File: src/shared/pib_pkg.sv
// constants for the primary interrupt enable and flag bank
// assumes an 8-bit register port with a 4-bit word address
package pib_pkg;

  ////////////////////////////////////////////////////////////////////////////
  // widths and counts
  localparam int DW = 8;
  localparam int AW = 4;
  localparam int NUM_GRP = 7;
  localparam int SUB_W = 4;

  ////////////////////////////////////////////////////////////////////////////
  // register offsets (word index on the register port)
  localparam logic [3:0] OFS_CTRL_A = 4'h0;
  localparam logic [3:0] OFS_CTRL_B = 4'h1;
  localparam logic [3:0] OFS_CTRL_C = 4'h2;
  localparam logic [3:0] OFS_SUB_BASE = 4'h3;
  localparam logic [3:0] OFS_STAT = 4'hA;
  localparam logic [3:0] OFS_MASK = 4'hB;

  ////////////////////////////////////////////////////////////////////////////
  // primary_irq_ctrl_a fields
  localparam int CA_GLOBAL_ALLOW = 0;
  localparam int CA_GRP0_ALLOW = 1;
  localparam int CA_PIN_ALLOW = 2;
  localparam int CA_CMP_ALLOW = 3;
  localparam int CA_GRP0_PEND = 4;
  localparam int CA_PIN_PEND = 5;
  localparam int CA_CMP_PEND = 6;
  // pending bits sit three above their allow bits
  localparam int CA_ALLOW_LSB = 1;
  localparam int CA_PEND_LSB = 4;

  // primary_irq_ctrl_b fields
  localparam int CB_NF_ALLOW = 0;
  localparam int CB_GRP1_ALLOW = 1;
  localparam int CB_LVD_ALLOW = 2;
  localparam int CB_OCP_ALLOW = 3;
  localparam int CB_NF_PEND = 4;
  localparam int CB_GRP1_PEND = 5;
  localparam int CB_LVD_PEND = 6;
  localparam int CB_OCP_PEND = 7;

  // primary_irq_ctrl_c fields
  localparam int CC_GRP2_ALLOW = 0;
  localparam int CC_GRP3_ALLOW = 1;
  localparam int CC_GRP4_ALLOW = 2;
  localparam int CC_GRP5_ALLOW = 3;
  localparam int CC_GRP2_PEND = 4;
  localparam int CC_GRP3_PEND = 5;
  localparam int CC_GRP4_PEND = 6;
  localparam int CC_GRP5_PEND = 7;

  // in b, c and every sub-source register: flags high nibble, allows low
  localparam int PEND_LSB = 4;
  localparam int ALLOW_LSB = 0;

  ////////////////////////////////////////////////////////////////////////////
  // implemented bits, unimplemented ones read as zero
  localparam logic [7:0] CTRL_A_IMPL = 8'h7F;
  localparam logic [7:0] CTRL_B_IMPL = 8'hFF;
  localparam logic [7:0] CTRL_C_IMPL = 8'hFF;
  // index 0 is sub-source register zero
  localparam logic [6:0][7:0] SUB_IMPL = {8'h33, 8'h33, 8'h33, 8'h33, 8'hFF, 8'hFF, 8'h77};

  ////////////////////////////////////////////////////////////////////////////
  // status / mask layout
  localparam int ST_CORE_RISE = 0;
  localparam int ST_PIN_EDGE = 1;
  localparam int ST_OVERRUN = 2;
  localparam logic [7:0] ST_IMPL = 8'h07;

  ////////////////////////////////////////////////////////////////////////////
  // reset values
  localparam logic [7:0] CTRL_RST = 8'h00;
  localparam logic [7:0] SUB_RST = 8'h00;
  localparam logic [7:0] STAT_RST = 8'h00;
  localparam logic [7:0] MASK_RST = 8'h00;

endpackage

File: src/shared/pib_grp_if.sv
// carries sub-source flags and allows to the group merger and its requests back
// assumes both ends sit in the same clock domain
`timescale 1ns/1ps
interface pib_grp_if;
  logic [6:0][3:0] subPend;
  logic [6:0][3:0] subAllow;
  logic [6:0] grpReq;

  modport bank (output subPend, output subAllow, input grpReq);
  modport merge (input subPend, input subAllow, output grpReq);
endinterface

File: src/hdl/pib_group_merge.sv
// folds each group's sub-source flags into one group request
// assumes flags and allows come straight from registers of the bank
`timescale 1ns/1ps
module pib_group_merge
(
  pib_grp_if.merge grp
);

  ////////////////////////////////////////////////////////////////////////////
  // one request per group: any sub flag with its allow set
  genvar g;
  generate
    for (g = 0; g < 7; g++)
    begin : gMerge
      assign grp.grpReq[g] = |(grp.subPend[g] & grp.subAllow[g]);
    end
  endgenerate

endmodule

File: src/hdl/pib_flag_bank.sv
// primary interrupt enable and flag bank with sub-source group registers
// assumes a single 20 MHz clock, synchronous reset, one-cycle event pulses
// from on-chip sources and an asynchronous external interrupt pin
//
// Added by the designer: strobed register access and the register addresses.
`timescale 1ns/1ps

// Functional notes
// - group one pending at ctrl_b bit 5
// - group three pending at ctrl_c bit 5
// - group two pending at ctrl_c bit 4
// - group five allow at ctrl_c bit 3
// - every source but group six has allow and pending bits
// - group flags come from seven sub-source registers
module pib_flag_bank
(
  input wire logic clk,
  input wire logic rst,
  input wire logic [3:0] regAddr,
  input wire logic [7:0] regWdata,
  input wire logic regWr,
  input wire logic regRd,
  output logic [7:0] regRdata,
  input wire logic extIntPin,
  input wire logic cmpEvt,
  input wire logic nfEvt,
  input wire logic lvdEvt,
  input wire logic ocpEvt,
  input wire logic [27:0] subEvt,
  output logic coreIrq,
  output logic groupSixReq,
  output logic irqOut
);

  ////////////////////////////////////////////////////////////////////////////
  // helpers

  // address match, shared by write and read decode
  function automatic logic regHit(input logic [3:0] a, input logic [3:0] ofs);
    return a == ofs;
  endfunction

  // software write then hardware set, so a set in the same cycle wins
  function automatic logic [7:0] flagUpd(
    input logic [7:0] cur,
    input logic wrHit,
    input logic [7:0] wdata,
    input logic [7:0] setBits,
    input logic [7:0] impl
  );
    logic [7:0] base;
    base = wrHit ? wdata : cur;
    // unimplemented bits masked last, so neither path can raise them
    return (base | setBits) & impl;
  endfunction

  ////////////////////////////////////////////////////////////////////////////
  // declarations

  // software registers and their next values
  logic [7:0] ctrlA_r;
  logic [7:0] ctrlA_nxt;
  logic [7:0] ctrlB_r;
  logic [7:0] ctrlB_nxt;
  logic [7:0] ctrlC_r;
  logic [7:0] ctrlC_nxt;
  logic [6:0][7:0] sub_r;
  logic [6:0][7:0] sub_nxt;
  logic [7:0] stat_r;
  logic [7:0] stat_nxt;
  logic [7:0] mask_r;
  logic [7:0] mask_nxt;
  logic [7:0] rdata_r;
  logic [7:0] rdata_nxt;
  // synchroniser and output flops
  logic pinMeta_r;
  logic pinSync_r;
  logic pinLast_r;
  logic coreIrq_r;
  logic irqOut_r;
  logic grpSix_r;
  // combinational terms
  logic pinEdge;
  logic coreReq;
  logic reqA;
  logic reqB;
  logic reqC;
  logic [7:0] setA;
  logic [7:0] setB;
  logic [7:0] setC;
  logic overrun;

  pib_grp_if grpBus ();

  ////////////////////////////////////////////////////////////////////////////
  // external pin: two flops, then a rising-edge detect on the synced level
  // edge polarity is fixed here; edge selection lives outside this bank
  // a pin held high through reset gives one edge after reset, the detector starts low
  assign pinEdge = pinSync_r & ~pinLast_r;

  always_ff @(posedge clk)
  begin
    if (rst)
    begin
      pinMeta_r <= 1'b0;
      pinSync_r <= 1'b0;
      pinLast_r <= 1'b0;
    end
    else
    begin
      pinMeta_r <= extIntPin;
      pinSync_r <= pinMeta_r;
      pinLast_r <= pinSync_r;
    end
  end

  ////////////////////////////////////////////////////////////////////////////
  // group merger sees the sub-source registers
  // the bank drives the interface nets directly, not through a modport
  genvar g;
  generate
    for (g = 0; g < 7; g++)
    begin : gSub
      assign grpBus.subPend[g] = sub_r[g][pib_pkg::PEND_LSB +: pib_pkg::SUB_W];
      assign grpBus.subAllow[g] = sub_r[g][pib_pkg::ALLOW_LSB +: pib_pkg::SUB_W];
    end
  endgenerate

  pib_group_merge uMerge
  (
    .grp(grpBus.merge)
  );

  ////////////////////////////////////////////////////////////////////////////
  // hardware set bits for each primary register
  // group flags follow the merged request level, so they cannot be
  // cleared while a sub flag still asks; clear the sub flag first
  always_comb
  begin
    setA = 8'h00;
    setB = 8'h00;
    setC = 8'h00;
    setA[pib_pkg::CA_CMP_PEND] = cmpEvt;
    setA[pib_pkg::CA_PIN_PEND] = pinEdge;
    setA[pib_pkg::CA_GRP0_PEND] = grpBus.grpReq[0];
    setB[pib_pkg::CB_OCP_PEND] = ocpEvt;
    setB[pib_pkg::CB_LVD_PEND] = lvdEvt;
    setB[pib_pkg::CB_NF_PEND] = nfEvt;
    setB[pib_pkg::CB_GRP1_PEND] = grpBus.grpReq[1];
    setC[pib_pkg::CC_GRP2_PEND] = grpBus.grpReq[2];
    setC[pib_pkg::CC_GRP3_PEND] = grpBus.grpReq[3];
    setC[pib_pkg::CC_GRP4_PEND] = grpBus.grpReq[4];
    setC[pib_pkg::CC_GRP5_PEND] = grpBus.grpReq[5];
  end

  ////////////////////////////////////////////////////////////////////////////
  // core request: flag and its allow, gated by the global allow
  always_comb
  begin
    // ctrl_a holds only three sources, so its pairs start one bit up
    reqA = |(ctrlA_r[pib_pkg::CA_PEND_LSB +: 3] & ctrlA_r[pib_pkg::CA_ALLOW_LSB +: 3]);
    reqB = |(ctrlB_r[pib_pkg::PEND_LSB +: 4] & ctrlB_r[pib_pkg::ALLOW_LSB +: 4]);
    reqC = |(ctrlC_r[pib_pkg::PEND_LSB +: 4] & ctrlC_r[pib_pkg::ALLOW_LSB +: 4]);
    coreReq = ctrlA_r[pib_pkg::CA_GLOBAL_ALLOW] & (reqA | reqB | reqC);
  end

  ////////////////////////////////////////////////////////////////////////////
  // next values of all software registers
  always_comb
  begin
    ctrlA_nxt = flagUpd(ctrlA_r, regWr & regHit(regAddr, pib_pkg::OFS_CTRL_A),
      regWdata, setA, pib_pkg::CTRL_A_IMPL);
    ctrlB_nxt = flagUpd(ctrlB_r, regWr & regHit(regAddr, pib_pkg::OFS_CTRL_B),
      regWdata, setB, pib_pkg::CTRL_B_IMPL);
    ctrlC_nxt = flagUpd(ctrlC_r, regWr & regHit(regAddr, pib_pkg::OFS_CTRL_C),
      regWdata, setC, pib_pkg::CTRL_C_IMPL);
    // an event on an already pending flag is worth telling software about
    // group flags are set every cycle their request stands, so they are
    // left out; a held group request must not read as overrun
    overrun = (|(setA & ctrlA_r & ~(8'h01 << pib_pkg::CA_GRP0_PEND))) |
      (|(setB & ctrlB_r & ~(8'h01 << pib_pkg::CB_GRP1_PEND)));
    for (int i = 0; i < 7; i++)
    begin
      sub_nxt[i] = flagUpd(sub_r[i],
        regWr & regHit(regAddr, pib_pkg::OFS_SUB_BASE + 4'(i)), regWdata,
        {subEvt[i * 4 +: 4], 4'h0}, pib_pkg::SUB_IMPL[i]);
      if ((|({subEvt[i * 4 +: 4], 4'h0} & sub_r[i])))
      begin
        overrun = 1'b1;
      end
    end
    // status: write one clears, a new event in the same cycle still lands
    // pin-edge and overrun bits are for polling; mask them off if unwanted
    stat_nxt = stat_r;
    if (regWr && regHit(regAddr, pib_pkg::OFS_STAT))
    begin
      stat_nxt = stat_r & ~regWdata;
    end
    stat_nxt[pib_pkg::ST_CORE_RISE] = stat_nxt[pib_pkg::ST_CORE_RISE] |
      (coreReq & ~coreIrq_r);
    stat_nxt[pib_pkg::ST_PIN_EDGE] = stat_nxt[pib_pkg::ST_PIN_EDGE] | pinEdge;
    stat_nxt[pib_pkg::ST_OVERRUN] = stat_nxt[pib_pkg::ST_OVERRUN] | overrun;
    stat_nxt = stat_nxt & pib_pkg::ST_IMPL;
    mask_nxt = mask_r;
    if (regWr && regHit(regAddr, pib_pkg::OFS_MASK))
    begin
      mask_nxt = regWdata & pib_pkg::ST_IMPL;
    end
  end

  ////////////////////////////////////////////////////////////////////////////
  // read decode; data stands only in the cycle after the strobe
  // unmapped addresses read as zero
  // reads have no side effects; a status read does not clear it
  always_comb
  begin
    rdata_nxt = 8'h00;
    if (regRd)
    begin
      if (regHit(regAddr, pib_pkg::OFS_CTRL_A))
      begin
        rdata_nxt = ctrlA_r;
      end
      else if (regHit(regAddr, pib_pkg::OFS_CTRL_B))
      begin
        rdata_nxt = ctrlB_r;
      end
      else if (regHit(regAddr, pib_pkg::OFS_CTRL_C))
      begin
        rdata_nxt = ctrlC_r;
      end
      else if (regHit(regAddr, pib_pkg::OFS_STAT))
      begin
        rdata_nxt = stat_r;
      end
      else if (regHit(regAddr, pib_pkg::OFS_MASK))
      begin
        rdata_nxt = mask_r;
      end
      else if (regAddr >= pib_pkg::OFS_SUB_BASE && regAddr < pib_pkg::OFS_STAT)
      begin
        rdata_nxt = sub_r[3'(regAddr - pib_pkg::OFS_SUB_BASE)];
      end
      else
      begin
        rdata_nxt = 8'h00;
      end
    end
  end

  ////////////////////////////////////////////////////////////////////////////
  // register stage for everything above
  // every software register clears together; no bit survives reset
  always_ff @(posedge clk)
  begin
    if (rst)
    begin
      ctrlA_r <= pib_pkg::CTRL_RST;
      ctrlB_r <= pib_pkg::CTRL_RST;
      ctrlC_r <= pib_pkg::CTRL_RST;
      for (int i = 0; i < 7; i++)
      begin
        sub_r[i] <= pib_pkg::SUB_RST;
      end
      stat_r <= pib_pkg::STAT_RST;
      mask_r <= pib_pkg::MASK_RST;
      rdata_r <= 8'h00;
      coreIrq_r <= 1'b0;
      irqOut_r <= 1'b0;
      grpSix_r <= 1'b0;
    end
    else
    begin
      ctrlA_r <= ctrlA_nxt;
      ctrlB_r <= ctrlB_nxt;
      ctrlC_r <= ctrlC_nxt;
      sub_r <= sub_nxt;
      stat_r <= stat_nxt;
      mask_r <= mask_nxt;
      rdata_r <= rdata_nxt;
      coreIrq_r <= coreReq;
      // level interrupt: from next status and mask, so in step with them
      irqOut_r <= |(stat_nxt & mask_nxt);
      grpSix_r <= grpBus.grpReq[6];
    end
  end

  ////////////////////////////////////////////////////////////////////////////
  // outputs all from flops
  assign regRdata = rdata_r;
  assign coreIrq = coreIrq_r;   // registered core request
  assign irqOut = irqOut_r;
  assign groupSixReq = grpSix_r; // group six flag lives elsewhere

endmodule

File: config.mk
export PLATFORM = sky130hd
export DESIGN_NAME = pib_flag_bank
export DESIGN_NICKNAME = d
export VERILOG_FILES = /design/src/shared/pib_pkg.sv /design/src/shared/pib_grp_if.sv /design/src/hdl/pib_group_merge.sv /design/src/hdl/pib_flag_bank.sv
export SDC_FILE = /design/constraint.sdc
export NUM_CORES = 1
export LEC_CHECK = 0
export BUFFER_PORTS_ARGS = -buffer_cell sky130_fd_sc_hd__buf_2
export CAP_MARGIN = 10
export CORE_MARGIN = 2
export CORE_UTILIZATION = 57
export DETAILED_ROUTE_END_ITERATION = 10
export GPL_TIMING_DRIVEN = 0
export PLACE_DENSITY = 0.79
export REMOVE_ABC_BUFFERS = 1
export SETUP_SLACK_MARGIN = 0.02
export SYNTH_ARGS = -nofsm -noshare
export SYNTH_HDL_FRONTEND = slang
export SYNTH_SLANG_ARGS = --single-unit
File: constraint.sdc
create_clock -name clk -period 2.3 [get_ports clk]
set_input_delay 0.23 -clock clk [delete_from_list [all_inputs] [get_ports clk]]
set_output_delay 0.23 -clock clk [all_outputs]
set_load 0.02 [all_outputs]
==> flow_summary.rst, run 1 <==
.. list-table::
   :header-rows: 1

   * - Metric
     - Value
   * - #FFs+latches synth
     - around 80
   * - Final number of max-transition violations
     - 0
   * - Maximum single-stage delay on the critical path
     - 0.58 ns
   * - Average wire length per cell after detail routing
     - 19.5 µm
   * - Critical Path Sink Type
     - register
   * - Count of input and output buffers
     - 50
   * - Share of the synthesized area in the top cell type
     - around 40%
   * - Class of the worst hold path
     - input port to register
   * - Max VDD drop
     - between 0.0004 and 0.0005 V
   * - WP data arrival
     - about 2.4 ns
   * - Crit Path Class
     - input port to register
   * - Worst-path maximum fanout
     - 15
   * - # rows
     - 30
   * - Share of post-route cells with drive strength above 1
     - between 10% and 20%
   * - Total Wirelength
     - 11900 µm
   * - Total Routing Usage GR
     - roughly a third
   * - Synth-to-layout area growth
     - 11.1%
   * - Number of clock buffers inserted by TritonCTS
     - 9
   * - CP required
     - 2.53 ns
   * - Post-synthesis async set-or-reset flop share
     - 0%
   * - Setup clock skew after layout
     - around 0.0095 ns
   * - Global-route wire length before repair
     - about 19000 µm
   * - Syn Area/Cell
     - 8.47 µm²
   * - Die Area
     - 0.00775 mm²
   * - H-tree lvl count
     - 3
   * - Final #Nets
     - 561
   * - Worst-path clk slew
     - about 0.090 ns
   * - RSZ-0062 raised after global routing
     - no
   * - Sum of overflow across all layers after global routing
     - 0
   * - Drt pass-1 iters
     - 7
   * - Max Fclk
     - roughly 470 MHz
   * - Number of antenna violations at the first check in global routing
     - 0
   * - Chip Width
     - between 80 and 90 µm
   * - Sequential area share after synthesis
     - 40.3%
   * - Pin slew with the least headroom to its limit
     - roughly 0.73 ns
   * - Starting density of the core
     - between 50% and 60%
   * - CTS Root Cell
     - clkbuf_8
   * - Postcts setup bufs
     - 0
   * - Max-cap violations
     - 0
   * - Crit-path slowest cell
     - ha_2
   * - Crit path cell chain
     - buf_2, inv_1, ha_2, mux4_2, or2_0, a31oi_1, a2111oi_2
   * - Vias in the first global route
     - around 3500
   * - Crit path setup slack, layout
     - approximately 0.16 ns
   * - Final hold violations
     - 0
   * - HPWL reported at the end of detailed placement
     - between 8000 and 9000 µm
   * - Leakage power of the design
     - 1.86 nW
   * - Maximum clock insertion buffer count
     - 2
   * - Placement Cell Area
     - roughly 0.0042 mm²
   * - Count of yosys warnings during synthesis
     - 0
   * - Leading cell types by total area after synthesis
     - dfxtp_1 (40%), nand2_1 (7.9%), mux2i_1 (7.0%)
   * - Critical Path Source Type
     - input port
   * - Post-layout minimum cycle time
     - ~2.1 ns
   * - Mean number of vias per cell
     - ~6.3
   * - Number of DRC markers in iteration 0
     - 480
   * - DRC violations left
     - 0
   * - Status
     - completed
   * - Sum of negative setup slack
     - 0 ns
   * - Vias after detailed routing
     - between 3000 and 4000
   * - Pwr/cell area
     - 660 mW/mm²
   * - Number of fill cells
     - between 600 and 700
   * - Number of enable-type register cells in the synthesized netlist
     - 0
   * - Ratio of final minimum period to clock period
     - 93.0%
   * - Sinks on the clock net
     - 81
   * - Total of endpoints with negative setup slack in the final report
     - 0
   * - Number of antenna-violating nets in the routed design
     - 0
   * - Yosys top cell by area
     - dfxtp_1
   * - Global placer's final weighted congestion
     - ~0.95
   * - Buf+Inv Stages, Crit Path
     - 2
   * - Clock latency reported for the late side of the worst-skew pair
     - between 0.3 and 0.4 ns
   * - Post-route cell area
     - 0.00447 mm²
   * - Antenna cell count
     - 0
   * - Finished Core Util
     - 65.5%
   * - Kind of cell with the highest combined delay on the critical path
     - adder cells
   * - Core footprint
     - 0.00683 mm²
   * - Io pins
     - 60
   * - Maximum number of pins on one net before global-route repair
     - 76
   * - Worst Setup Slack post-DPL
     - -0.317 ns
   * - Post-Synthesis Cells
     - 475
   * - Dominant synthesized flop cell
     - dfxtp_1
   * - Number of different library cells in the post-synthesis netlist
     - 57
   * - Synth Cell Area
     - roughly 0.0040 mm²
   * - Hold slack
     - between 0.06 and 0.07 ns
   * - Slew margin rel.
     - between 50 and 60%
   * - Y dimension of the die
     - 88.0 µm
   * - TritonCTS clock tree
     - built
==> power breakdown <==
part	leakage, nW	switching [W]	internal, W
sequential	0.663	0.0000556	0.00145
combinational	1.11	0.000227	0.000143
clock	0.0921	0.000567	0.000508
==> worst paths after layout <==
| path | slack [ns] | endpoint | cells after the start | start |
|---|---|---|---|---|
| max reg2reg | 0.59 | irqOut | 5 | ctrlB_r[6] |
| min | 0.06 | pinMeta_r | 2 | extIntPin |
| min reg2reg | 0.45 | pinSync_r | 1 | pinMeta_r |
| max | 0.16 | regRdata[5] | 7 | regAddr[0] |
==> synthesized netlist by cell type, types with 2 or more instances <==
library cell / number
nor2_1: 31
a31oi_1: 18
inv_1: 26
a221oi_1: 8
mux2_2: 5
buf_1: 2
buf_2: 8
o21ai_0: 3
dfxtp_1: 81
a2111oi_2: 2
nor2b_1: 10
mux4_2: 3
nand3b_1: 2
a22oi_1: 16
o21ai_1: 2
buf_6: 3
a222oi_1: 4
nand3_1: 10
clkbuf_1: 14
a21oi_1: 43
a22o_1: 5
o22ai_1: 2
mux2i_1: 28
nand4_1: 2
nor3b_1: 2
a21boi_0: 2
nand2_1: 85
nor3_1: 8
nand2b_1: 5
and3_1: 4
ha_1: 4
a211oi_1: 7
buf_4: 2
o211ai_1: 5
==> logic make-up (layout without fill, tap and decap cells) <==
group	Yosys count	after routing	share of synthesized area, %
buffers and inverters	56	94	6.22
adders and majority gates	4	4	1.24
xor gates and xnor gates	1	1	0.218
muxes	37	37	10.7
and+or+nand+nor	170	170	20.0
DFF	81	81	40.3
AOI/OAI and AO/OA	126	126	21.4
==> registers in the layout, summed over array words and instances (netlist names) <==
name	count
grpBus.subAllow	19
grpBus.subPend	19
ctrlB_r	8
ctrlC_r	8
regRdata	8
ctrlA_r	7
mask_r	3
stat_r	3
coreIrq	1
groupSixReq	1
irqOut	1
pinLast_r	1
pinMeta_r	1
pinSync_r	1
==> worst reg2reg max path, stage by stage, from the launching register on <==
cell      delay (ns)
dfxtp_1         0.36
a222oi_1        0.58
nor2_1          0.11
nor3_1          0.23
nor3_1          0.09
a211o_1         0.23
==> cells in the final DEF, fill, tap and decap left out, types with 2 or more instances in the layout <==
master	instances
nand2b_1	5
a31oi_1	18
a22o_1	5
a211oi_1	7
a2111oi_2	2
clkbuf_8	9
nand4_1	2
nor2_1	31
o21ai_0	3
mux2_2	5
a221oi_1	8
o21ai_1	2
and3_1	4
a21boi_0	2
nor2b_1	10
o211ai_1	5
inv_1	26
a222oi_1	4
o22ai_1	2
nor3_1	8
nand2_1	85
clkinvlp_4	3
mux4_2	3
mux2i_1	28
a21oi_1	43
nand3_1	10
ha_1	3
nor3b_1	2
nand3b_1	2
buf_2	50
a22oi_1	16
dfxtp_1	81
clkinv_4	2
==> layout make-up <==
cell class	instances	area, µm²	share of cell area [%]
well taps	96	120	2.69
inverters	27	101	2.27
clock buffers	9	124	2.77
clock inverters	7	78.8	1.76
repair buffers	51	270	6.04
multi-input cells	338	2160	48.2
flip-flops and latches	81	1620	36.3
==> metrics by stage <==
step	std cells	power [W]
after floorplan	446	0.00172
after global placement	592	0.00189
after detailed placement	592	0.00189
after CTS	608	0.00294
after global routing	609	0.00304
final	609	0.00295
==> layer usage <==
| layer | track usage, % | part of all wire (%) |
|---|---|---|
| met5 | 0 | 0 |
| met4 | 13.1 | 2.5 |
| met3 | 5.18 | 9.6 |
| met2 | 49.2 | 45 |
| met1 | 44.9 | 42 |
==> timing repair <==
item / 4_1_cts / 5_1_grt
hold endpoints to repair: 0 / 0
endpoints found under the setup margin: 0 / 5
gates resized for setup: 0 / 1
hold buffers: 0 / 0
(Power assumes the default switching activity.)
==> inputs of run 2 (changes only) <==
--- a/config.mk
+++ b/config.mk
@@ -16,4 +16,5 @@
 export SETUP_SLACK_MARGIN = 0.02
 export SYNTH_ARGS = -nofsm -noshare
 export SYNTH_HDL_FRONTEND = slang
+export SYNTH_HIERARCHICAL = 1
 export SYNTH_SLANG_ARGS = --single-unit
==> run 2 against run 1 <==
Sequential share of layout area fell by 1.2 points. Register-to-register slack got worse by 0.12 ns. First-iteration DRC count fell by 31%. Cell area rose by 3.3%. Sequential power barely moved. Synthesized area barely moved. Core utilization rose by 2.2 points. Routed wire length rose by 0.15%. Synthesized cell count rose by 4.6%.
==> flow_summary.rst, run 2 <==
.. list-table::
   :header-rows: 1

   * - Metric
     - Value
   * - Max Fclk
     - 498 MHz (+6.6%)
   * - RSZ-0062 raised after global routing
     - no
   * - Global-route wire length before repair
     - 18700 µm (-0.37%)
   * - Average wire length per cell after detail routing
     - 18.2 µm (-6.6%)
   * - Launch instance of the worst register-to-register path
     - grpBus.subPend[5]
   * - Final hold violations
     - 0 (unchanged)
   * - Class of the worst hold path
     - input port to register
   * - Final number of max-transition violations
     - 0 (unchanged)
   * - Most numerous cell types in the synthesized netlist
     - nand2_1 (121), dfxtp_1 (81), a21oi_1 (39), inv_1 (35), a22oi_1 (24)
   * - Maximum number of pins on one net before global-route repair
     - 75 (-1.3%)
   * - Post-synthesis async set-or-reset flop share
     - 0% (unchanged)
   * - Worst-path maximum fanout
     - 14 (-1)
   * - Synth-to-layout area growth
     - 14.7%
   * - Sinks on the clock net
     - 81 (unchanged)
   * - Hold path cells
     - 2 (unchanged)
   * - Starting density of the core
     - 58.9% (about the same)
   * - Crit-path slowest cell
     - mux4_2
   * - Number of clock buffers inserted by TritonCTS
     - 9 (unchanged)
   * - Kind of cell with the highest combined delay on the critical path
     - multiplexers
   * - Buf+Inv Stages, Crit Path
     - 2 (unchanged)
   * - Syn Area/Cell
     - 8.10 µm² (-4.4%)
   * - Maximum clock insertion buffer count
     - 2 (unchanged)
   * - Most repeated cell in the gate-level netlist after synthesis
     - nand2_1
   * - Synth Cell Area
     - 0.00403 mm² (about the same)
   * - Vias in the first global route
     - 3635 (+2.5%)
   * - Sum of negative setup slack
     - 0 ns (unchanged)
   * - Share of post-route cells with drive strength above 1
     - 15.1% (-1.9 points)
   * - Drt pass-1 iters
     - 5 (-2)
   * - Number of antenna violations at the first check in global routing
     - 0 (unchanged)
   * - Global placer's final weighted congestion
     - 0.943 (-0.42%)
   * - Y dimension of the die
     - 88.0 µm (about the same)
   * - Reg-to-reg setup timing slack
     - 0.47 ns (-0.12 ns)
   * - Critical Path Sink Type
     - register
   * - Worst Setup Slack post-DPL
     - -0.192 ns (+0.124 ns)
   * - Most common library cell in the layout ignoring fill and taps
     - nand2_1
   * - Clock latency reported for the late side of the worst-skew pair
     - 0.36 ns (about the same)
   * - Crit path cell chain
     - buf_2, inv_1, ha_2, mux4_2, nor2_1, a221oi_1, o221ai_1, nand2_1
   * - CTS Root Cell
     - clkbuf_8
   * - Number of antenna-violating nets in the routed design
     - 0 (unchanged)
   * - Count of input and output buffers
     - 50 (unchanged)
   * - DRC violations left
     - 0 (unchanged)
   * - Hold Path Sink
     - pinMeta_r
   * - Post-layout minimum cycle time
     - 2.01 ns (-0.131 ns)
   * - Commonest cells after routing, fill and taps aside
     - nand2_1 (121), dfxtp_1 (81), buf_2 (50)
   * - Antenna cell count
     - 0 (unchanged)
   * - Number of different library cells in the post-synthesis netlist
     - 47 (-18%)
   * - Yosys top cell by area
     - dfxtp_1
   * - Hold slack
     - 0.0760 ns (+0.0143 ns)
   * - Core footprint
     - 0.00683 mm² (unchanged)
   * - Die Area
     - 0.00775 mm² (about the same)
   * - Placement Cell Area
     - 0.00435 mm² (+2.4%)
   * - Mean number of vias per cell
     - 6.03 (-3.7%)
   * - R2R depth
     - 5 (unchanged)
   * - Max-cap violations
     - 0 (unchanged)
   * - Number of DRC markers in iteration 0
     - 331 (-31%)
   * - Sequential area share after synthesis
     - 40.3% (about the same)
   * - HPWL reported at the end of detailed placement
     - 8630 µm (+4.5%)
   * - Count of yosys warnings during synthesis
     - 6 (+6)
   * - Final #Nets
     - 605 (+7.8%)
   * - Ratio of final minimum period to clock period
     - 87.3% (-5.7 points)
   * - Crit Path Class
     - input port to register
   * - Total of endpoints with negative setup slack in the final report
     - 0 (unchanged)
   * - Pin slew with the least headroom to its limit
     - 0.603 ns (-0.126 ns)
   * - Total Routing Usage GR
     - 32.2% (+0.25 points)
   * - CP required
     - 2.55 ns (+0.02 ns)
   * - H-tree lvl count
     - 3 (unchanged)
   * - Pwr/cell area
     - 688 mW/mm² (+4.2%)
   * - Max VDD drop
     - 0.000429 V (-5.0%)
   * - Slew margin rel.
     - 58.7% (+7.3 points)
   * - # rows
     - 30 (unchanged)
   * - Capture point of the worst reg-to-reg path
     - irqOut
   * - Chip Width
     - 88.0 µm (about the same)
   * - Total Wirelength
     - 11900 µm (+0.15%)
   * - WP data arrival
     - 2.26 ns (-0.11 ns)
   * - Setup clock skew after layout
     - 0.0111 ns (+0.00160 ns)
   * - Leakage power of the design
     - 2.03 nW (+8.8%)
   * - Status
     - completed
   * - Share of the synthesized area in the top cell type
     - 40.3% (about the same)
   * - Leading cell types by total area after synthesis
     - dfxtp_1 (40%), nand2_1 (11%), mux2i_1 (5.7%)
   * - Number of enable-type register cells in the synthesized netlist
     - 0 (unchanged)
   * - FF+latch area
     - 0.00162 mm² (unchanged)
   * - Maximum single-stage delay on the critical path
     - 0.56 ns (-0.02 ns)
   * - Post-route cell area
     - 0.00462 mm² (+3.3%)
   * - #FFs+latches synth
     - 81 (unchanged)
   * - Sum of overflow across all layers after global routing
     - 0 (unchanged)
   * - Post-Synthesis Cells
     - 497 (+4.6%)
   * - Footprint of the multi-input gates
     - 0.00222 mm² (+3.0%)
   * - Launch point of the worst hold path
     - extIntPin
   * - Crit path setup slack, layout
     - 0.293 ns (+0.131 ns)
   * - TritonCTS clock tree
     - built
   * - Io pins
     - 60 (unchanged)
   * - Dominant synthesized flop cell
     - dfxtp_1
   * - Vias after detailed routing
     - 3936 (+3.3%)
   * - Worst-path clk slew
     - 0.09 ns (about the same)
   * - Critical Path Source Type
     - input port
   * - Total design power
     - 0.00318 W (+7.6%)
   * - Number of fill cells
     - 605 (-6.2%)
==> run 2: cells by family (layout without fill, tap and decap cells) <==
logic type | Yosys count | after routing | share of synthesized area, %
AO/OA/AOI/OAI | 136 | 136 | 22.4
XOR/XNOR | 1 | 1 | 0.404
adder cells (fa/ha/maj) | 4 | 4 | 1.24
buffers and inverters | 61 | 104 | 6.28
flip-flops | 81 | 81 | 40.3
multiplexers | 31 | 31 | 9.07
other | 1 | 18 | 0.0931
AND/OR/NAND/NOR | 182 | 182 | 20.2
==> run 2: cell type report <==
class	count	area share [%]
Sequential cell	81	35.1
Multi-Input combinational cell	372	48.1
Clock buffer	9	2.68
Timing Repair Buffer	51	5.85
Clock inverter	7	2.68
Tap cell	96	2.60
Inverter	37	3.01
==> run 2: how the worst max path moves through the flow <==
stage,start,end,slack [ns],depth (start not counted)
final,regAddr[0],regRdata[0],0.29,8
after floorplan,regAddr[0],regRdata[4],0.47,7
after CTS,regAddr[0],regRdata[0],0.18,8
after global routing,regAddr[0],regRdata[0],0.13,8
after global placement,regAddr[0],regRdata[0],-0.16,8
after detailed placement,regAddr[0],regRdata[0],-0.19,8
==> run 2: worst reg2reg max path: cells and delay by family, from the launching register on <==
family           cells  cell delay [ns]
AND/OR/NAND/NOR      1             0.15
AO/OA/AOI/OAI        4             1.22
flip-flops           1             0.36
==> run 2: layer usage <==
layer | global-route usage, % | vias up | part of all wire (%)
met4 | 10.7 | 0 | 2.2
met1 | 42.5 | 1860 | 42
met5 | 0 | - | 0
met2 | 51.9 | 211 | 47
li1 | - | 1841 | -
met3 | 8.11 | 24 | 9.2
==> run 2: metrics by stage <==
| step | std cells | util (%) |
|---|---|---|
| floorplan | 490 | - |
| global placement | 636 | 63.6 |
| detailed placement | 636 | 63.6 |
| CTS | 652 | 67.3 |
| global route | 653 | 67.6 |
| finish | 653 | 67.6 |
==> run 2: repair_timing <==
action                     CTS  global route
setup endpoints to repair    0             7
hold buffers                 0             0
buffers inserted             0             0
gates resized for setup      0             2
==> run 2: power by group <==
part / internal [W] / total, W / switching [W]
combinational: 0.000145 / 0.000381 / 0.000236
clock: 0.000730 / 0.00128 / 0.000550
sequential: 0.00146 / 0.00152 / 0.0000599
total: 0.00233 / 0.00318 / 0.000846
==> inputs of run 3 (changes only) <==
--- a/config.mk
+++ b/config.mk
@@ -5,13 +5,13 @@
 export SDC_FILE = /design/constraint.sdc
 export NUM_CORES = 1
 export LEC_CHECK = 0
-export BUFFER_PORTS_ARGS = -buffer_cell sky130_fd_sc_hd__buf_2
 export CAP_MARGIN = 10
 export CORE_MARGIN = 2
-export CORE_UTILIZATION = 57
+export CORE_UTILIZATION = 63
 export DETAILED_ROUTE_END_ITERATION = 10
+export DONT_BUFFER_PORTS = 1
 export GPL_TIMING_DRIVEN = 0
-export PLACE_DENSITY = 0.79
+export PLACE_DENSITY = 0.78
 export REMOVE_ABC_BUFFERS = 1
 export SETUP_SLACK_MARGIN = 0.02
 export SYNTH_ARGS = -nofsm -noshare
==> run 3 against run 2 <==
Setup slack improved by 0.22 ns. Sequential power about the same. Worst hold slack got worse by 0.073 ns. Routed wire length increased by 0.83%. Power decreased by 3.4%. Global-route usage increased by 2.4 points.
==> flow_summary.rst, run 3 (same netlist as run 2, synthesis figures left out) <==
.. list-table::
   :header-rows: 1

   * - Metric
     - Value
   * - Status
     - completed
   * - Global-route wire length before repair
     - 19000 µm (+1.9%)
   * - TritonCTS clock tree
     - built
   * - Crit Path Class
     - input port to register
   * - Max VDD drop
     - 0.000551 V (+28%)
   * - Final #Nets
     - 570 (-5.8%)
   * - Chip Width
     - 83.9 µm (-4.7%)
   * - Post-route met1 wirelength
     - 4810 µm (-3.5%)
   * - Reg-to-reg setup timing slack
     - 0.54 ns (+0.07 ns)
   * - Launch point of the worst hold path
     - extIntPin
   * - Antenna cell count
     - 0 (unchanged)
   * - Final number of max-transition violations
     - 0 (unchanged)
   * - Uppermost signal routing layer after detailed routing
     - met4
   * - DRC violations left
     - 0 (unchanged)
   * - Vias after detailed routing
     - 3874 (-1.6%)
   * - Pin slew with the least headroom to its limit
     - 0.542 ns (-0.0615 ns)
   * - CP required
     - 2.54 ns (about the same)
   * - Crit path setup slack, layout
     - 0.517 ns (+0.224 ns)
   * - Sum of negative setup slack
     - 0 ns (unchanged)
   * - Synth-to-layout area growth
     - 11.4%
   * - Pwr/cell area
     - 685 mW/mm² (-0.48%)
   * - CTS Root Cell
     - clkbuf_8
   * - Number of antenna violations at the first check in global routing
     - 0 (unchanged)
   * - Post-layout minimum cycle time
     - 1.78 ns (-0.224 ns)
   * - Mean number of vias per cell
     - 6.47 (+7.3%)
   * - Global placer's final weighted congestion
     - 0.970 (+2.9%)
   * - Maximum number of pins on one net before global-route repair
     - 72 (-4.0%)
   * - Postcts setup bufs
     - 0 (unchanged)
   * - H-tree lvl count
     - 3 (unchanged)
   * - Slew margin rel.
     - 62.9% (+4.2 points)
   * - Clock latency reported for the late side of the worst-skew pair
     - 0.36 ns (about the same)
   * - Class of the worst hold path
     - input port to register
   * - Starting density of the core
     - 64.1% (+5.2 points)
   * - Number of antenna-violating nets in the routed design
     - 0 (unchanged)
   * - Number of DRC markers in iteration 0
     - 465 (+40%)
   * - Worst Setup Slack post-DPL
     - 0.157 ns (+0.349 ns)
   * - WP data arrival
     - 2.03 ns (-0.23 ns)
   * - Setup clock skew after layout
     - 0.00607 ns (-0.00499 ns)
   * - Share of post-route cells with drive strength above 1
     - 5.75% (-9.3 points)
   * - WL met2
     - 5430 µm (-2.4%)
   * - Count of input and output buffers
     - 0 (-100%)
   * - HPWL reported at the end of detailed placement
     - 8220 µm (-4.8%)
   * - Number of clock buffers inserted by TritonCTS
     - 9 (unchanged)
   * - Drt pass-1 iters
     - 5 (unchanged)
   * - Average wire length per cell after detail routing
     - 20.0 µm (+9.9%)
   * - Commonest cells after routing, fill and taps aside
     - nand2_1 (121), dfxtp_1 (81), a21oi_1 (39)
   * - Maximum clock insertion buffer count
     - 2 (unchanged)
   * - Leakage power of the design
     - 1.88 nW (-7.3%)
   * - Final hold violations
     - 0 (unchanged)
   * - Critical Path Sink Type
     - register
   * - Max Fclk
     - 561 MHz (+13%)
   * - Detailed-routed wire length on met3
     - 1230 µm (+12%)
   * - Total Routing Usage GR
     - 34.7% (+2.4 points)
   * - Capture point of the worst reg-to-reg path
     - irqOut
   * - Sinks on the clock net
     - 81 (unchanged)
   * - Most common library cell in the layout ignoring fill and taps
     - nand2_1
   * - Sum of overflow across all layers after global routing
     - 0 (unchanged)
   * - Y dimension of the die
     - 83.9 µm (-4.7%)
   * - Vias in the first global route
     - 3721 (+2.4%)
   * - Hold Path Sink
     - pinMeta_r
   * - Total Wirelength
     - 12000 µm (+0.83%)
   * - Launch instance of the worst register-to-register path
     - grpBus.subPend[5]
   * - # rows
     - 29 (-3.3%)
   * - Worst-path clk slew
     - 0.08 ns (about the same)
   * - Max-cap violations
     - 0 (unchanged)
   * - RSZ-0062 raised after global routing
     - no
   * - R2R depth
     - 5 (unchanged)
   * - Worst-path maximum fanout
     - 14 (unchanged)
   * - Die Area
     - 0.00705 mm² (-9.1%)
   * - Hold path cells
     - 1 (-1)
   * - Ratio of final minimum period to clock period
     - 77.5% (-9.7 points)
   * - Io pins
     - 60 (unchanged)
   * - Core footprint
     - 0.00628 mm² (-8.1%)
   * - Total of endpoints with negative setup slack in the final report
     - 0 (unchanged)
   * - Critical Path Source Type
     - input port
[run 3: cell types whose count changed in the layout (fill, tap and decap cells not counted), sizes merged]
cell | before | now
buf | 51 | 1
clkbuf | 9 | 11
clkinv | 1 | 2
clkinvlp | 1 | 0
dlygate4sd3 | 0 | 15
inv | 39 | 37
[run 3: worst max path at each step]
stage / startpoint / to / slack (ns)
floorplan: regAddr[0] / regRdata[4] / 0.47
global placement: regAddr[0] / regRdata[4] / 0.15
detailed placement: regAddr[0] / regRdata[4] / 0.16
CTS: regAddr[0] / regRdata[4] / 0.54
global route: grpBus.subPend[5] / irqOut / 0.29
finish: regAddr[0] / regRdata[4] / 0.52
[run 3: worst max-delay path, stage by stage]
cell and delay (ns):
inv_1 0.04, ha_1 0.64, mux4_2 0.59, nor2_1 0.11, a221oi_1 0.07, a211oi_1 0.24, o21ai_1 0.10
[run 3: repair_timing]
item	in CTS	in global routing
endpoints found under the hold margin	71	4
resized for setup	0	0
hold buffers	12	4
[run 3: cell type report]
type                            instances  area (µm²)
Inverter                               37         139
Clock buffer                           11         131
Multi-Input combinational cell        372        2220
Tap cell                               77        96.3
Clock inverter                          5         104
Timing Repair Buffer                   16         178
Sequential cell                        81        1620
Fill cell                             526        1790
[run 3: where the power goes]
group          switching [W]  internal, W
Combinational       0.000176     0.000136
Sequential         0.0000663      0.00146
Clock               0.000514     0.000722
Total               0.000756      0.00232
[run 3: metal layers]
metal | up-vias | GRT usage (%)
met2 | 213 | 53.6
met1 | 1844 | 44.9
met4 | 0 | 17.6
met5 | - | 0
li1 | 1773 | -
met3 | 44 | 8.90
[run 3: metrics by stage]
step	std cells	cell area [µm²]	total power (W)	hold slack [ns]	util [%]
2_1_floorplan	490	3980	0.00173	0.299	-
3_3_place_gp	567	4070	0.00180	0.306	64.9
3_5_place_dp	567	4070	0.00181	0.310	64.9
4_1_cts	595	4450	0.00305	0.00114	70.8
5_1_grt	599	4490	0.00317	0.00391	71.5
6_report	599	4490	0.00307	0.00325	71.5
